<file path="config.mk">
export PLATFORM = sky130hd
export DESIGN_NAME = octm_top
export DESIGN_NICKNAME = d
export VERILOG_FILES = /design/src/design/octm_pkg.sv /design/src/design/octm_top.sv
export VERILOG_INCLUDE_DIRS = /design/src /design/src/design
export SDC_FILE = /design/constraint.sdc
export NUM_CORES = 1
export LEC_CHECK = 0
export BUFFER_PORTS_ARGS = -buffer_cell sky130_fd_sc_hd__buf_2
export CORE_MARGIN = 1
export CORE_UTILIZATION = 42
export DETAILED_ROUTE_END_ITERATION = 10
export HOLD_SLACK_MARGIN = 0.1
export PLACE_DENSITY = 0.75
export SETUP_SLACK_MARGIN = 0.02
export SLEW_MARGIN = 20
export SYNTH_ARGS = -nofsm -noshare
export SYNTH_HDL_FRONTEND = slang
export SYNTH_SLANG_ARGS = --single-unit
</file>
<file path="constraint.sdc">
create_clock -name mclk -period 1.9 [get_ports mclk]
set_input_delay 0.285 -clock mclk [delete_from_list [all_inputs] [get_ports mclk]]
set_output_delay 0.285 -clock mclk [all_outputs]
set_load 0.02 [all_outputs]
</file>
<file path="src/design/octm_regs.svh">
// register map, field layout and timing constants of the clock trim and multiplier block
`ifndef OCTM_REGS_SVH
`define OCTM_REGS_SVH

// register word indices (byte address is four times the index)
`define OCTM_IDX_CLOCK_MULT_CTRL       8'h97
`define OCTM_IDX_FINE         8'h9e
`define OCTM_IDX_COARSE       8'ha2

// control register fields
`define OCTM_BIT_EN           7
`define OCTM_BIT_INIT         6
`define OCTM_BIT_RDY          5
`define OCTM_DIV_HI           4
`define OCTM_DIV_LO           2
`define OCTM_SEL_HI           1
`define OCTM_SEL_LO           0

// trim field widths
`define OCTM_COARSE_W         7
`define OCTM_FINE_W           6

// default factory trims (parameter defaults only)
`define OCTM_COARSE_DEF       7'h40
`define OCTM_FINE_DEF         6'h20

// lock timing: time in ns and derived cycles at 40 MHz
`define OCTM_CLK_NS           25
`define OCTM_LOCK_NS          5000
`define OCTM_LOCK_CYC         ((`OCTM_LOCK_NS + `OCTM_CLK_NS - 1) / `OCTM_CLK_NS)

// misc values
`define OCTM_ZERO8            8'h00
`define OCTM_CNT_W            8
`define OCTM_BURST_LAST       2'h3
`endif

</file>
<file path="src/design/octm_pkg.sv">
// types of the clock trim and multiplier block
package octm_pkg;
    // multiplier state, gray coded along off -> enabled -> locking -> locked
    typedef enum logic [1:0] {
        OCTM_OFF     = 2'b00,
        OCTM_ENABLED = 2'b01,
        OCTM_LOCKING = 2'b11,
        OCTM_LOCKED  = 2'b10
    } octm_state_t;

    // input source selection
    typedef enum logic [1:0] {
        OCTM_SRC_INT_HALF = 2'b00,
        OCTM_SRC_EXT      = 2'b01,
        OCTM_SRC_EXT_HALF = 2'b10,
        OCTM_SRC_RSVD     = 2'b11
    } octm_src_t;
endpackage

</file>
<file path="src/design/octm_top.sv">
// trim registers, clock multiplier control and pulse generator behind an avalon slave
//
// Added by the designer: the Avalon-MM slave port.
`timescale 1ns/1ps
`include "octm_regs.svh"

module octm_top #(
    parameter logic [`OCTM_COARSE_W-1:0] coarse_factory = `OCTM_COARSE_DEF,
    parameter logic [`OCTM_FINE_W-1:0]   fine_factory   = `OCTM_FINE_DEF
) (
    input  wire logic                      mclk,
    input  wire logic                      nrst,
    input  wire logic [9:0]                avs_address,
    input  wire logic                      avs_read,
    input  wire logic                      avs_write,
    input  wire logic [31:0]               avs_writedata,
    input  wire logic [3:0]                avs_byteenable,
    output logic      [31:0]               avs_readdata,
    output logic                           avs_waitrequest,
    input  wire logic                      int_osc_clk,
    input  wire logic                      ext_osc_clk,
    input  wire logic                      fast_tick,
    output logic      [`OCTM_COARSE_W-1:0] osc_coarse_trim,
    output logic      [`OCTM_FINE_W-1:0]   osc_fine_trim,
    output logic                           mult_enable,
    output logic      [1:0]                mult_input_select,
    output logic      [2:0]                mult_output_scale,
    output logic      [3:0]                mult_scale_num,
    output logic      [3:0]                mult_scale_den,
    output logic                           mult_locked_flag,
    output logic                           mult_clk_out
);

    // scale factor as 2/den with codes 0..2 meaning one
    function automatic logic [3:0] scale_den(input logic [2:0] code);
        logic [3:0] d;
        d = 4'h2;
        if (code > 3'h2) begin
            d = {1'b0, code};
        end
        return d;
    endfunction

    // word index decode from byte address
    function automatic logic [7:0] word_idx(input logic [9:0] a);
        return a[9:2];
    endfunction

    // selected multiplier input as a level; halved sources toggle per rising edge
    logic [1:0] int_sync;
    logic [1:0] ext_sync;
    logic       int_prev;
    logic       ext_prev;
    logic       int_half;
    logic       ext_half;
    logic [1:0] next_int_sync;
    logic [1:0] next_ext_sync;
    logic       next_int_prev;
    logic       next_ext_prev;
    logic       next_int_half;
    logic       next_ext_half;

    // register and state storage
    logic                      ack;
    logic                      next_ack;
    logic                      next_waitrequest;
    logic [31:0]               next_readdata;
    logic [`OCTM_COARSE_W-1:0] next_coarse;
    logic [`OCTM_FINE_W-1:0]   next_fine;
    logic                      next_en;
    logic [1:0]                next_sel;
    logic [2:0]                next_div;
    logic                      init_bit;
    logic                      next_init_bit;
    octm_pkg::octm_state_t     state;
    octm_pkg::octm_state_t     next_state;
    logic [`OCTM_CNT_W-1:0]    lock_cnt;
    logic [`OCTM_CNT_W-1:0]    next_lock_cnt;
    logic                      next_locked;
    logic                      ref_now;
    logic                      ref_last;
    logic                      next_ref_last;
    logic                      burst_on;
    logic                      next_burst_on;
    logic [1:0]                burst_cnt;
    logic [1:0]                next_burst_cnt;
    logic                      next_clk_out;
    logic [3:0]                next_num;
    logic [3:0]                next_den;
    logic                      wr_hit;
    logic                      rd_hit;
    logic [7:0]                wbyte;
    logic [7:0]                ctrl_rd;

    // synchronisers and halving dividers on the oscillator inputs
    always_comb begin
        next_int_sync = {int_sync[0], int_osc_clk};
        next_ext_sync = {ext_sync[0], ext_osc_clk};
        next_int_prev = int_sync[1];
        next_ext_prev = ext_sync[1];
        next_int_half = int_half ^ (int_sync[1] & ~int_prev);
        next_ext_half = ext_half ^ (ext_sync[1] & ~ext_prev);
    end

    // synchroniser and divider registers
    always_ff @(posedge mclk) begin
        if (!nrst) begin
            int_sync <= 2'h0;
            ext_sync <= 2'h0;
            int_prev <= 1'b0;
            ext_prev <= 1'b0;
            int_half <= 1'b0;
            ext_half <= 1'b0;
        end else begin
            int_sync <= next_int_sync;
            ext_sync <= next_ext_sync;
            int_prev <= next_int_prev;
            ext_prev <= next_ext_prev;
            int_half <= next_int_half;
            ext_half <= next_ext_half;
        end
    end

    // input source choice
    always_comb begin
        case (octm_pkg::octm_src_t'(mult_input_select))
            octm_pkg::OCTM_SRC_INT_HALF: ref_now = int_half;
            octm_pkg::OCTM_SRC_EXT:      ref_now = ext_prev;
            octm_pkg::OCTM_SRC_EXT_HALF: ref_now = ext_half;
            default:                     ref_now = 1'b0;
        endcase
    end

    // bus decode: read taken on first edge, write lands on the answer edge
    assign wr_hit = avs_write & ack;
    assign rd_hit = avs_read & ~ack;
    assign wbyte  = avs_writedata[7:0];

    // control readback laid out by field position
    always_comb begin
        ctrl_rd                            = `OCTM_ZERO8;
        ctrl_rd[`OCTM_BIT_EN]              = mult_enable;
        ctrl_rd[`OCTM_BIT_INIT]            = init_bit;
        ctrl_rd[`OCTM_BIT_RDY]             = mult_locked_flag;
        ctrl_rd[`OCTM_DIV_HI:`OCTM_DIV_LO] = mult_output_scale;
        ctrl_rd[`OCTM_SEL_HI:`OCTM_SEL_LO] = mult_input_select;
    end

    // register writes, readback and multiplier control state
    always_comb begin
        next_ack      = (avs_read | avs_write) & ~ack;
        next_readdata = avs_readdata;
        next_coarse   = osc_coarse_trim;
        next_fine     = osc_fine_trim;
        next_en       = mult_enable;
        next_sel      = mult_input_select;
        next_div      = mult_output_scale;
        next_init_bit = init_bit;
        next_state    = state;
        next_lock_cnt = lock_cnt;
        if (rd_hit) begin
            case (word_idx(avs_address))
                `OCTM_IDX_CLOCK_MULT_CTRL: next_readdata = {24'h000000, ctrl_rd};
                `OCTM_IDX_FINE:   next_readdata = {26'h0000000, osc_fine_trim};
                `OCTM_IDX_COARSE: next_readdata = {25'h0000000, osc_coarse_trim};
                default:          next_readdata = 32'h00000000;
            endcase
        end
        if (wr_hit && avs_byteenable[0]) begin
            case (word_idx(avs_address))
                `OCTM_IDX_CLOCK_MULT_CTRL: begin
                    next_en  = wbyte[`OCTM_BIT_EN];
                    next_sel = wbyte[`OCTM_SEL_HI:`OCTM_SEL_LO];
                    next_div = wbyte[`OCTM_DIV_HI:`OCTM_DIV_LO];
                    // clearing enable drops init and lock at once
                    if (!wbyte[`OCTM_BIT_EN]) begin
                        next_init_bit = 1'b0;
                        next_state    = octm_pkg::OCTM_OFF;
                    end else if (!mult_enable) begin
                        next_init_bit = 1'b0;
                        next_state    = octm_pkg::OCTM_ENABLED;
                    end else if (wbyte[`OCTM_BIT_INIT]) begin
                        next_init_bit = 1'b1;
                        next_state    = octm_pkg::OCTM_LOCKING;
                        next_lock_cnt = `OCTM_CNT_W'(`OCTM_LOCK_CYC);
                    end
                end
                `OCTM_IDX_FINE:   next_fine   = wbyte[`OCTM_FINE_W-1:0];
                `OCTM_IDX_COARSE: next_coarse = wbyte[`OCTM_COARSE_W-1:0];
                default: ;
            endcase
        end else begin
            // lock countdown, paused while a write lands
            case (state)
                octm_pkg::OCTM_LOCKING: begin
                    if (lock_cnt == `OCTM_CNT_W'(0)) begin
                        next_state = octm_pkg::OCTM_LOCKED;
                    end else begin
                        next_lock_cnt = lock_cnt - `OCTM_CNT_W'(1);
                    end
                end
                default: ;
            endcase
        end
        next_locked = (next_state == octm_pkg::OCTM_LOCKED);
        next_den    = scale_den(next_div);
        next_num    = (next_div > 3'h2) ? 4'h2 : 4'h2; // numerator is always two over den
        next_waitrequest = ~next_ack; // low for one cycle per access
    end

    // bus, register and lock state registers
    always_ff @(posedge mclk) begin
        if (!nrst) begin
            ack               <= 1'b0;
            avs_readdata      <= 32'h00000000;
            osc_coarse_trim   <= coarse_factory;
            osc_fine_trim     <= fine_factory;
            mult_enable       <= 1'b0;
            mult_input_select <= 2'h0;
            mult_output_scale <= 3'h0;
            init_bit          <= 1'b0;
            state             <= octm_pkg::OCTM_OFF;
            lock_cnt          <= `OCTM_CNT_W'(0);
            mult_locked_flag  <= 1'b0;
            mult_scale_num    <= 4'h2;
            mult_scale_den    <= 4'h2;
            avs_waitrequest   <= 1'b1;
        end else begin
            ack               <= next_ack;
            avs_readdata      <= next_readdata;
            osc_coarse_trim   <= next_coarse;
            osc_fine_trim     <= next_fine;
            mult_enable       <= next_en;
            mult_input_select <= next_sel;
            mult_output_scale <= next_div;
            init_bit          <= next_init_bit;
            state             <= next_state;
            lock_cnt          <= next_lock_cnt;
            mult_locked_flag  <= next_locked;
            mult_scale_num    <= next_num;
            mult_scale_den    <= next_den;
            avs_waitrequest   <= next_waitrequest;
        end
    end

    // four fast pulses per reference rising edge, then hold
    always_comb begin
        next_ref_last  = ref_now;
        next_burst_on  = burst_on;
        next_burst_cnt = burst_cnt;
        next_clk_out   = 1'b0;
        if (!mult_locked_flag) begin
            next_burst_on  = 1'b0;
            next_burst_cnt = 2'h0;
        end else if (ref_now && !ref_last) begin
            next_burst_on  = 1'b1;
            next_burst_cnt = 2'h0;
        end else if (burst_on && fast_tick) begin
            next_clk_out = ~mult_clk_out;
            if (mult_clk_out) begin
                if (burst_cnt == `OCTM_BURST_LAST) begin
                    next_burst_on = 1'b0;
                end
                next_burst_cnt = burst_cnt + 2'h1;
            end
        end else begin
            next_clk_out = mult_clk_out & burst_on;
        end
    end

    // burst generator registers
    always_ff @(posedge mclk) begin
        if (!nrst) begin
            ref_last     <= 1'b0;
            burst_on     <= 1'b0;
            burst_cnt    <= 2'h0;
            mult_clk_out <= 1'b0;
        end else begin
            ref_last     <= next_ref_last;
            burst_on     <= next_burst_on;
            burst_cnt    <= next_burst_cnt;
            mult_clk_out <= next_clk_out;
        end
    end

endmodule

</file>
# Word-level counts from Yosys, hierarchy flattened

Cells that the tools add are included.

Bitwise logic cells: 16
Equal/unequal tests: 14
Add/subtract/negate cells: 2
Reduce and logical (&&, ||, !) cells: 20
Muxes and demuxes: 26
Magnitude comparators: 1

Operators by type and width:

| operator                                                      | number |
|---|---|
| 2-to-1 mux 8 bit                                              | 7 |
| equality test 8 bit, second input constant                    | 3 |
| case mux 8 bit (3 select lines)                               | 1 |
| 2-to-1 mux 2 bit                                              | 7 |
| AND reduction 2 bit                                           | 6 |
| equality test 2 bit, second input constant                    | 4 |
| zero test 8 bit                                               | 1 |
| 2-to-1 mux 1 bit                                              | 8 |
| inequality test 2 bit, second input constant                  | 4 |
| nonzero test 2 bit                                            | 4 |
| subtractor 8 x 1 -> 8 bit, second input constant              | 1 |
| inverter 1 bit                                                | 7 |
| bitwise AND 1 bit                                             | 6 |
| 2-to-1 mux 3 bit                                              | 2 |
| AND reduction 3 bit                                           | 2 |
| AND reduction 6 bit                                           | 1 |
| greater-than comparator 3 x 2 -> 1 bit, second input constant | 1 |
| logical AND 1 bit                                             | 3 |
| inequality test 3 bit, second input constant                  | 1 |
| case mux 1 bit (3 select lines)                               | 1 |
| OR reduction 3 bit                                            | 1 |
| adder 2 x 1 -> 2 bit, second input constant                   | 1 |
| equality test 2 x 1 -> 1 bit, second input constant           | 1 |
| zero test 2 bit                                               | 1 |
| other kinds (4)                                               | 5 |

Register bits: 82
Output and inout bits: 62
Word-level logic and storage cells: 103
Input bits: 53

# Longest topological paths before layout

Word-level depth: 6
Gate-level depth with buffers: 7
Gate-level depth less buffers: 6

# Worst setup path before layout

No wires, ideal clock.

Kind: register to register
Start point: register lock_cnt[3]
End point: register state[0]
Path slack: -0.069 ns
Clock period less this slack: 1.969 ns
Library setup time: 0.115 ns
Cell stages (with the launch flop): 7
Path buffers: 1
Arrival time: 1.854 ns
Required time: 1.785 ns
Cell sequence: dfxtp_1 or4_4 or4b_4 buf_6 o211ai_2 o21ai_1 and2_1

Word-level cells in the longest chain between the ends: 4

Ends and longest elaborated chain:

| item                   | line            | text |
|---|---|---|
| start, declared        | octm_top.sv:77  | `` logic [`OCTM_CNT_W-1:0] lock_cnt; `` |
| start signal, assigned | octm_top.sv:223 | `` lock_cnt <= `OCTM_CNT_W'(0); `` |
| start signal, assigned | octm_top.sv:238 | `lock_cnt <= next_lock_cnt;` |
| zero test 8 bit        | octm_top.sv:196 | `` if (lock_cnt == `OCTM_CNT_W'(0)) begin `` |
| 2-to-1 mux 2 bit       | octm_top.sv:196 |  |
| 2-to-1 mux 2 bit       | octm_top.sv:194 | `case (state)` |
| 2-to-1 mux 2 bit       | octm_top.sv:169 | `if (wr_hit && avs_byteenable[0]) begin` |
| end signal, assigned   | octm_top.sv:222 | `state <= octm_pkg::OCTM_OFF;` |
| end signal, assigned   | octm_top.sv:237 | `state <= next_state;` |
| end, declared          | octm_top.sv:75  | `octm_pkg::octm_state_t state;` |

No other way between the ends.
A chain may end at the register's enable or synchronous reset.

# Worst setup path after layout

Start point: register lock_cnt[6]
End point: register state[0]

The elaborated chain is that of the path after synthesis.

==> parameters.txt <==
Parameter                              Value

Timing
  Final setup violating endpoints ... 2
  Final clock skew ... 0.01135 ns
  Number of pins exceeding their max-slew limit in the final report ... 0
  Minimum clock period after layout ... 1.977 ns
  Unrepaired setup endpoints after global routing ... yes
  Count of endpoints failing hold in the final timing report ... 0
  Setup slack after layout ... -0.07749 ns
  Hold WS ... 0.1546 ns
  Final period util ... 104.1%
  Maximum clock rate ... 505.7 MHz

Yosys
  Main synth FF type ... sky130_fd_sc_hd__dfxtp_1
  Most numerous cell in the Yosys netlist ... sky130_fd_sc_hd__dfxtp_1
  Synthesized area per cell ... 8.961 µm²
  Async set-reset flop share out of synthesis ... 0%
  Post-synth cell types ... 47
  Post-synth top area share ... 43.91%
  Number of warnings printed during yosys synthesis ... 0
  Register area share after synthesis ... 43.91%
  Gate Count Post-Synth ... 290
  Most instantiated cells after synthesis ... sky130_fd_sc_hd__dfxtp_1, sky130_fd_sc_hd__nand2_1, sky130_fd_sc_hd__buf_4, sky130_fd_sc_hd__a21oi_1, sky130_fd_sc_hd__nor2_1
  Post-synthesis cell type with the largest combined area ... sky130_fd_sc_hd__dfxtp_1
  Count of state elements after synthesis ... 57
  Number of enable flip-flop cells after synthesis ... 0
  Leading post-synthesis cells by cell area ... sky130_fd_sc_hd__dfxtp_1, sky130_fd_sc_hd__buf_4, sky130_fd_sc_hd__nand2_1, sky130_fd_sc_hd__a21oi_1, sky130_fd_sc_hd__mux2i_1
  Post-Synthesis Cell Area ... 2599 µm²

Power
  PwrDens ... 836.2 nW/µm²
  Sequential fraction of design power ... 46.0%
  Share of power burned in the clock network ... 48.1%
  Total Power Consumption ... 2.637 mW
  IR drop worst, VDD ... 0.7215 mV
  Switching part of the total power ... 21.78%
  Switching power ... 0.5742 mW
  Combinational Power Share ... 5.9%
  Leak ... 1.382 nW
  Internal power of the cells ... 2.062 mW

Die
  Horizontal extent of the die ... 80.66 µm
  Initial Utilization ... 43.63%
  Die Area ... 6506 µm²
  Chip height ... 80.66 µm
  # rows ... 28
  Area of the core ... 5956 µm²
  Count of pins on the block boundary ... 115

GRT
  Overall Global Routing Usage ... 19.67%
  Maximum number of pins on one net before global-route repair ... 18
  Grt ovf ... 0
  Wire length of the first global-routing pass ... 9570 µm
  Met1 usage ... 22.46%
  Number of global-route vias before repair ... 2050
  Met2 track utilization from global routing ... 32.29%
  Met3 routing resource usage after global routing ... 7.727%
  Global routing's busiest layer ... met2
  Number of antenna violations at the first check in global routing ... 0

Route
  Routed wire length ... 5711 µm
  Routed wire length per instance ... 12.95 µm
  Remaining antenna violation count ... 0
  Drt via density ... 4.998
  First-pass iteration count of the detailed router ... 5
  Starting DRT DRC Count ... 91
  Vias ... 2204
  Final routed DRC violation total ... 0

Worst setup path
  R2r worst-path depth ... 5
  Cell at the slowest stage of the critical path ... sky130_fd_sc_hd__or4b_4
  Crit. End Element ... flop
  Slowest Stage Delay on Critical Path ... 0.60 ns
  Worst Path Max Fanout ... 7
  Startpoint Class ... flop
  Worst Setup Path Type ... flop to flop
  Worst path cell trace ... or4_4, or4b_4, o211ai_2, o21ai_2, and2_4
  Critical path buffers and inverters ... 0
  Worst endpoint required time ... 2.13 ns
  Cell depth of the worst setup path ... 5
  CP Data Arrival Time ... 2.21 ns
  Top cell family by delay on the critical path ... simple AND/OR/NAND/NOR gates

CTS
  Worst-Skew Late Latency ... 0.34 ns
  Count of clock tree sinks ... 57
  Number of buffers inserted by hold repair at cts ... 0
  Maximum buffer depth of the clock tree ... 2
  TritonCTS clock tree ... built
  # H-tree levels ... 3
  Setup fix buffers added after clock tree synthesis ... 0
  Clock slew at the register clock pins of the worst setup and hold paths ... 0.06 ns
  Buffer cell driving the clock tree root ... sky130_fd_sc_hd__clkbuf_8
  Cts bufs inserted ... 9

Cells and area
  Ratio of cells with drive above 1 in the final layout ... 27.60%
  Number of antenna cells inserted ... 0
  Layout area overhead ... 21.33%
  Number of nets in the layout ... 417
  Fill count ... 567

Run
  # Max-Cap Violations ... 0

Worst hold path
  Hold Path Cell Cnt ... 2
  Kind of path behind the tightest hold check ... primary input to flop

Placement
  Post-DP HPWL ... 4153 µm
  Input/output buffers ... 56
  Weighted congestion at the end of routability-driven global placement ... 0.8035

Outcome
  Outcome ... finished, violations left
  Violated checks ... setup timing
-- layer usage --
metal	share of wire [%]	wire length (µm)
met5	0	0
met3	8.4	482
met1	42	2387
met2	48	2757
met4	1.5	83
-- kinds of logic (layout without fill, tap and decap cells) --
group | after synthesis | after routing | synth area share, %
xor+xnor | 11 | 11 | 3.707
other cells | 2 | 29 | 0.2890
buf+inv | 44 | 93 | 11.31
fa+ha+maj | 3 | 3 | 1.445
flops | 57 | 57 | 43.91
compound gates | 52 | 52 | 12.81
mux | 9 | 9 | 3.467
simple gates | 112 | 112 | 23.06
-- registers in the layout, indices dropped and copies added (netlist names), 2 cells and up --
name,count
mult_scale_den,3
ext_sync,2
state,2
avs_readdata,8
lock_cnt,8
mult_input_select,2
burst_cnt,2
osc_coarse_trim,7
int_sync,2
osc_fine_trim,6
mult_output_scale,3
-- power groups by stage --
stage	Combinational (mW)	Clock, mW	Sequential (mW)
2_1_floorplan	0.143	0	1.24
3_3_place_gp	0.153	0	1.24
3_5_place_dp	0.155	0	1.24
4_1_cts	0.155	1.29	1.21
5_1_grt	0.173	1.35	1.21
6_report	0.157	1.27	1.21
-- stage by stage --
step	setup WS (ns)	instance area, µm²	utilization (%)	TNS [ns]	std cells
after floorplan	-0.04677	2700	-	-0.06033	317
after global placement	-0.02181	2919	49.01	-0.02181	425
after detailed placement	-0.05769	2919	49.01	-0.05807	425
after CTS	-0.04722	3142	52.75	-0.04722	441
after global routing	-0.1322	3153	52.94	-0.4172	441
final	-0.07749	3153	52.94	-0.09206	441
-- final cells by class --
class | instances | area [µm²] | share of cell area [%]
Inverter | 5 | 18.77 | 0.5952
Multi-Input combinational cell | 216 | 1276 | 40.48
Sequential cell | 57 | 1141 | 36.19
Clock buffer | 14 | 162.7 | 5.159
Timing Repair Buffer | 72 | 400.4 | 12.70
Tap cell | 75 | 93.84 | 2.976
Clock inverter | 2 | 60.06 | 1.905
-- path summary, 6_finish.rpt --
kind | endpoint | startpoint | slack, ns
setup / recovery | state[0]$_SDFF_PN0_ | lock_cnt[6]$_SDFFE_PN0P_ | -0.08
setup reg to reg | state[0]$_SDFF_PN0_ | lock_cnt[6]$_SDFFE_PN0P_ | -0.08
hold reg to reg | int_sync[1]$_SDFF_PN0_ | int_sync[0]$_SDFF_PN0_ | 0.43
hold / removal | int_sync[0]$_SDFF_PN0_ | int_osc_clk | 0.15
-- repair_timing --
item	CTS	global route
resized for setup	0	3
endpoints found under the setup margin	6	10
pin swaps	1	0
-- cells in the final DEF (no fill, tap or decap), types with 4 or more instances in the layout --
| cell type | netlist | layout |
|---|---|---|
| sky130_fd_sc_hd__a22o_1 | 6 | 6 |
| sky130_fd_sc_hd__mux2i_1 | 9 | 9 |
| sky130_fd_sc_hd__xnor2_1 | 4 | 4 |
| sky130_fd_sc_hd__nor3b_1 | 4 | 4 |
| sky130_fd_sc_hd__a22oi_1 | 7 | 7 |
| sky130_fd_sc_hd__xor2_1 | 7 | 7 |
| sky130_fd_sc_hd__inv_1 | 5 | 5 |
| sky130_fd_sc_hd__clkbuf_8 | 0 | 11 |
| sky130_fd_sc_hd__nand2_1 | 34 | 34 |
| sky130_fd_sc_hd__conb_1 | 2 | 29 |
| sky130_fd_sc_hd__nor2_1 | 19 | 19 |
| sky130_fd_sc_hd__nand3_1 | 16 | 15 |
| sky130_fd_sc_hd__dfxtp_1 | 57 | 57 |
| sky130_fd_sc_hd__buf_4 | 30 | 16 |
| sky130_fd_sc_hd__nor2b_1 | 4 | 4 |
| sky130_fd_sc_hd__o21ai_0 | 9 | 9 |
| sky130_fd_sc_hd__buf_2 | 1 | 56 |
| sky130_fd_sc_hd__a21oi_1 | 20 | 20 |
| sky130_fd_sc_hd__and2_1 | 11 | 10 |
Note: power is estimated with default switching activity, not from simulation.
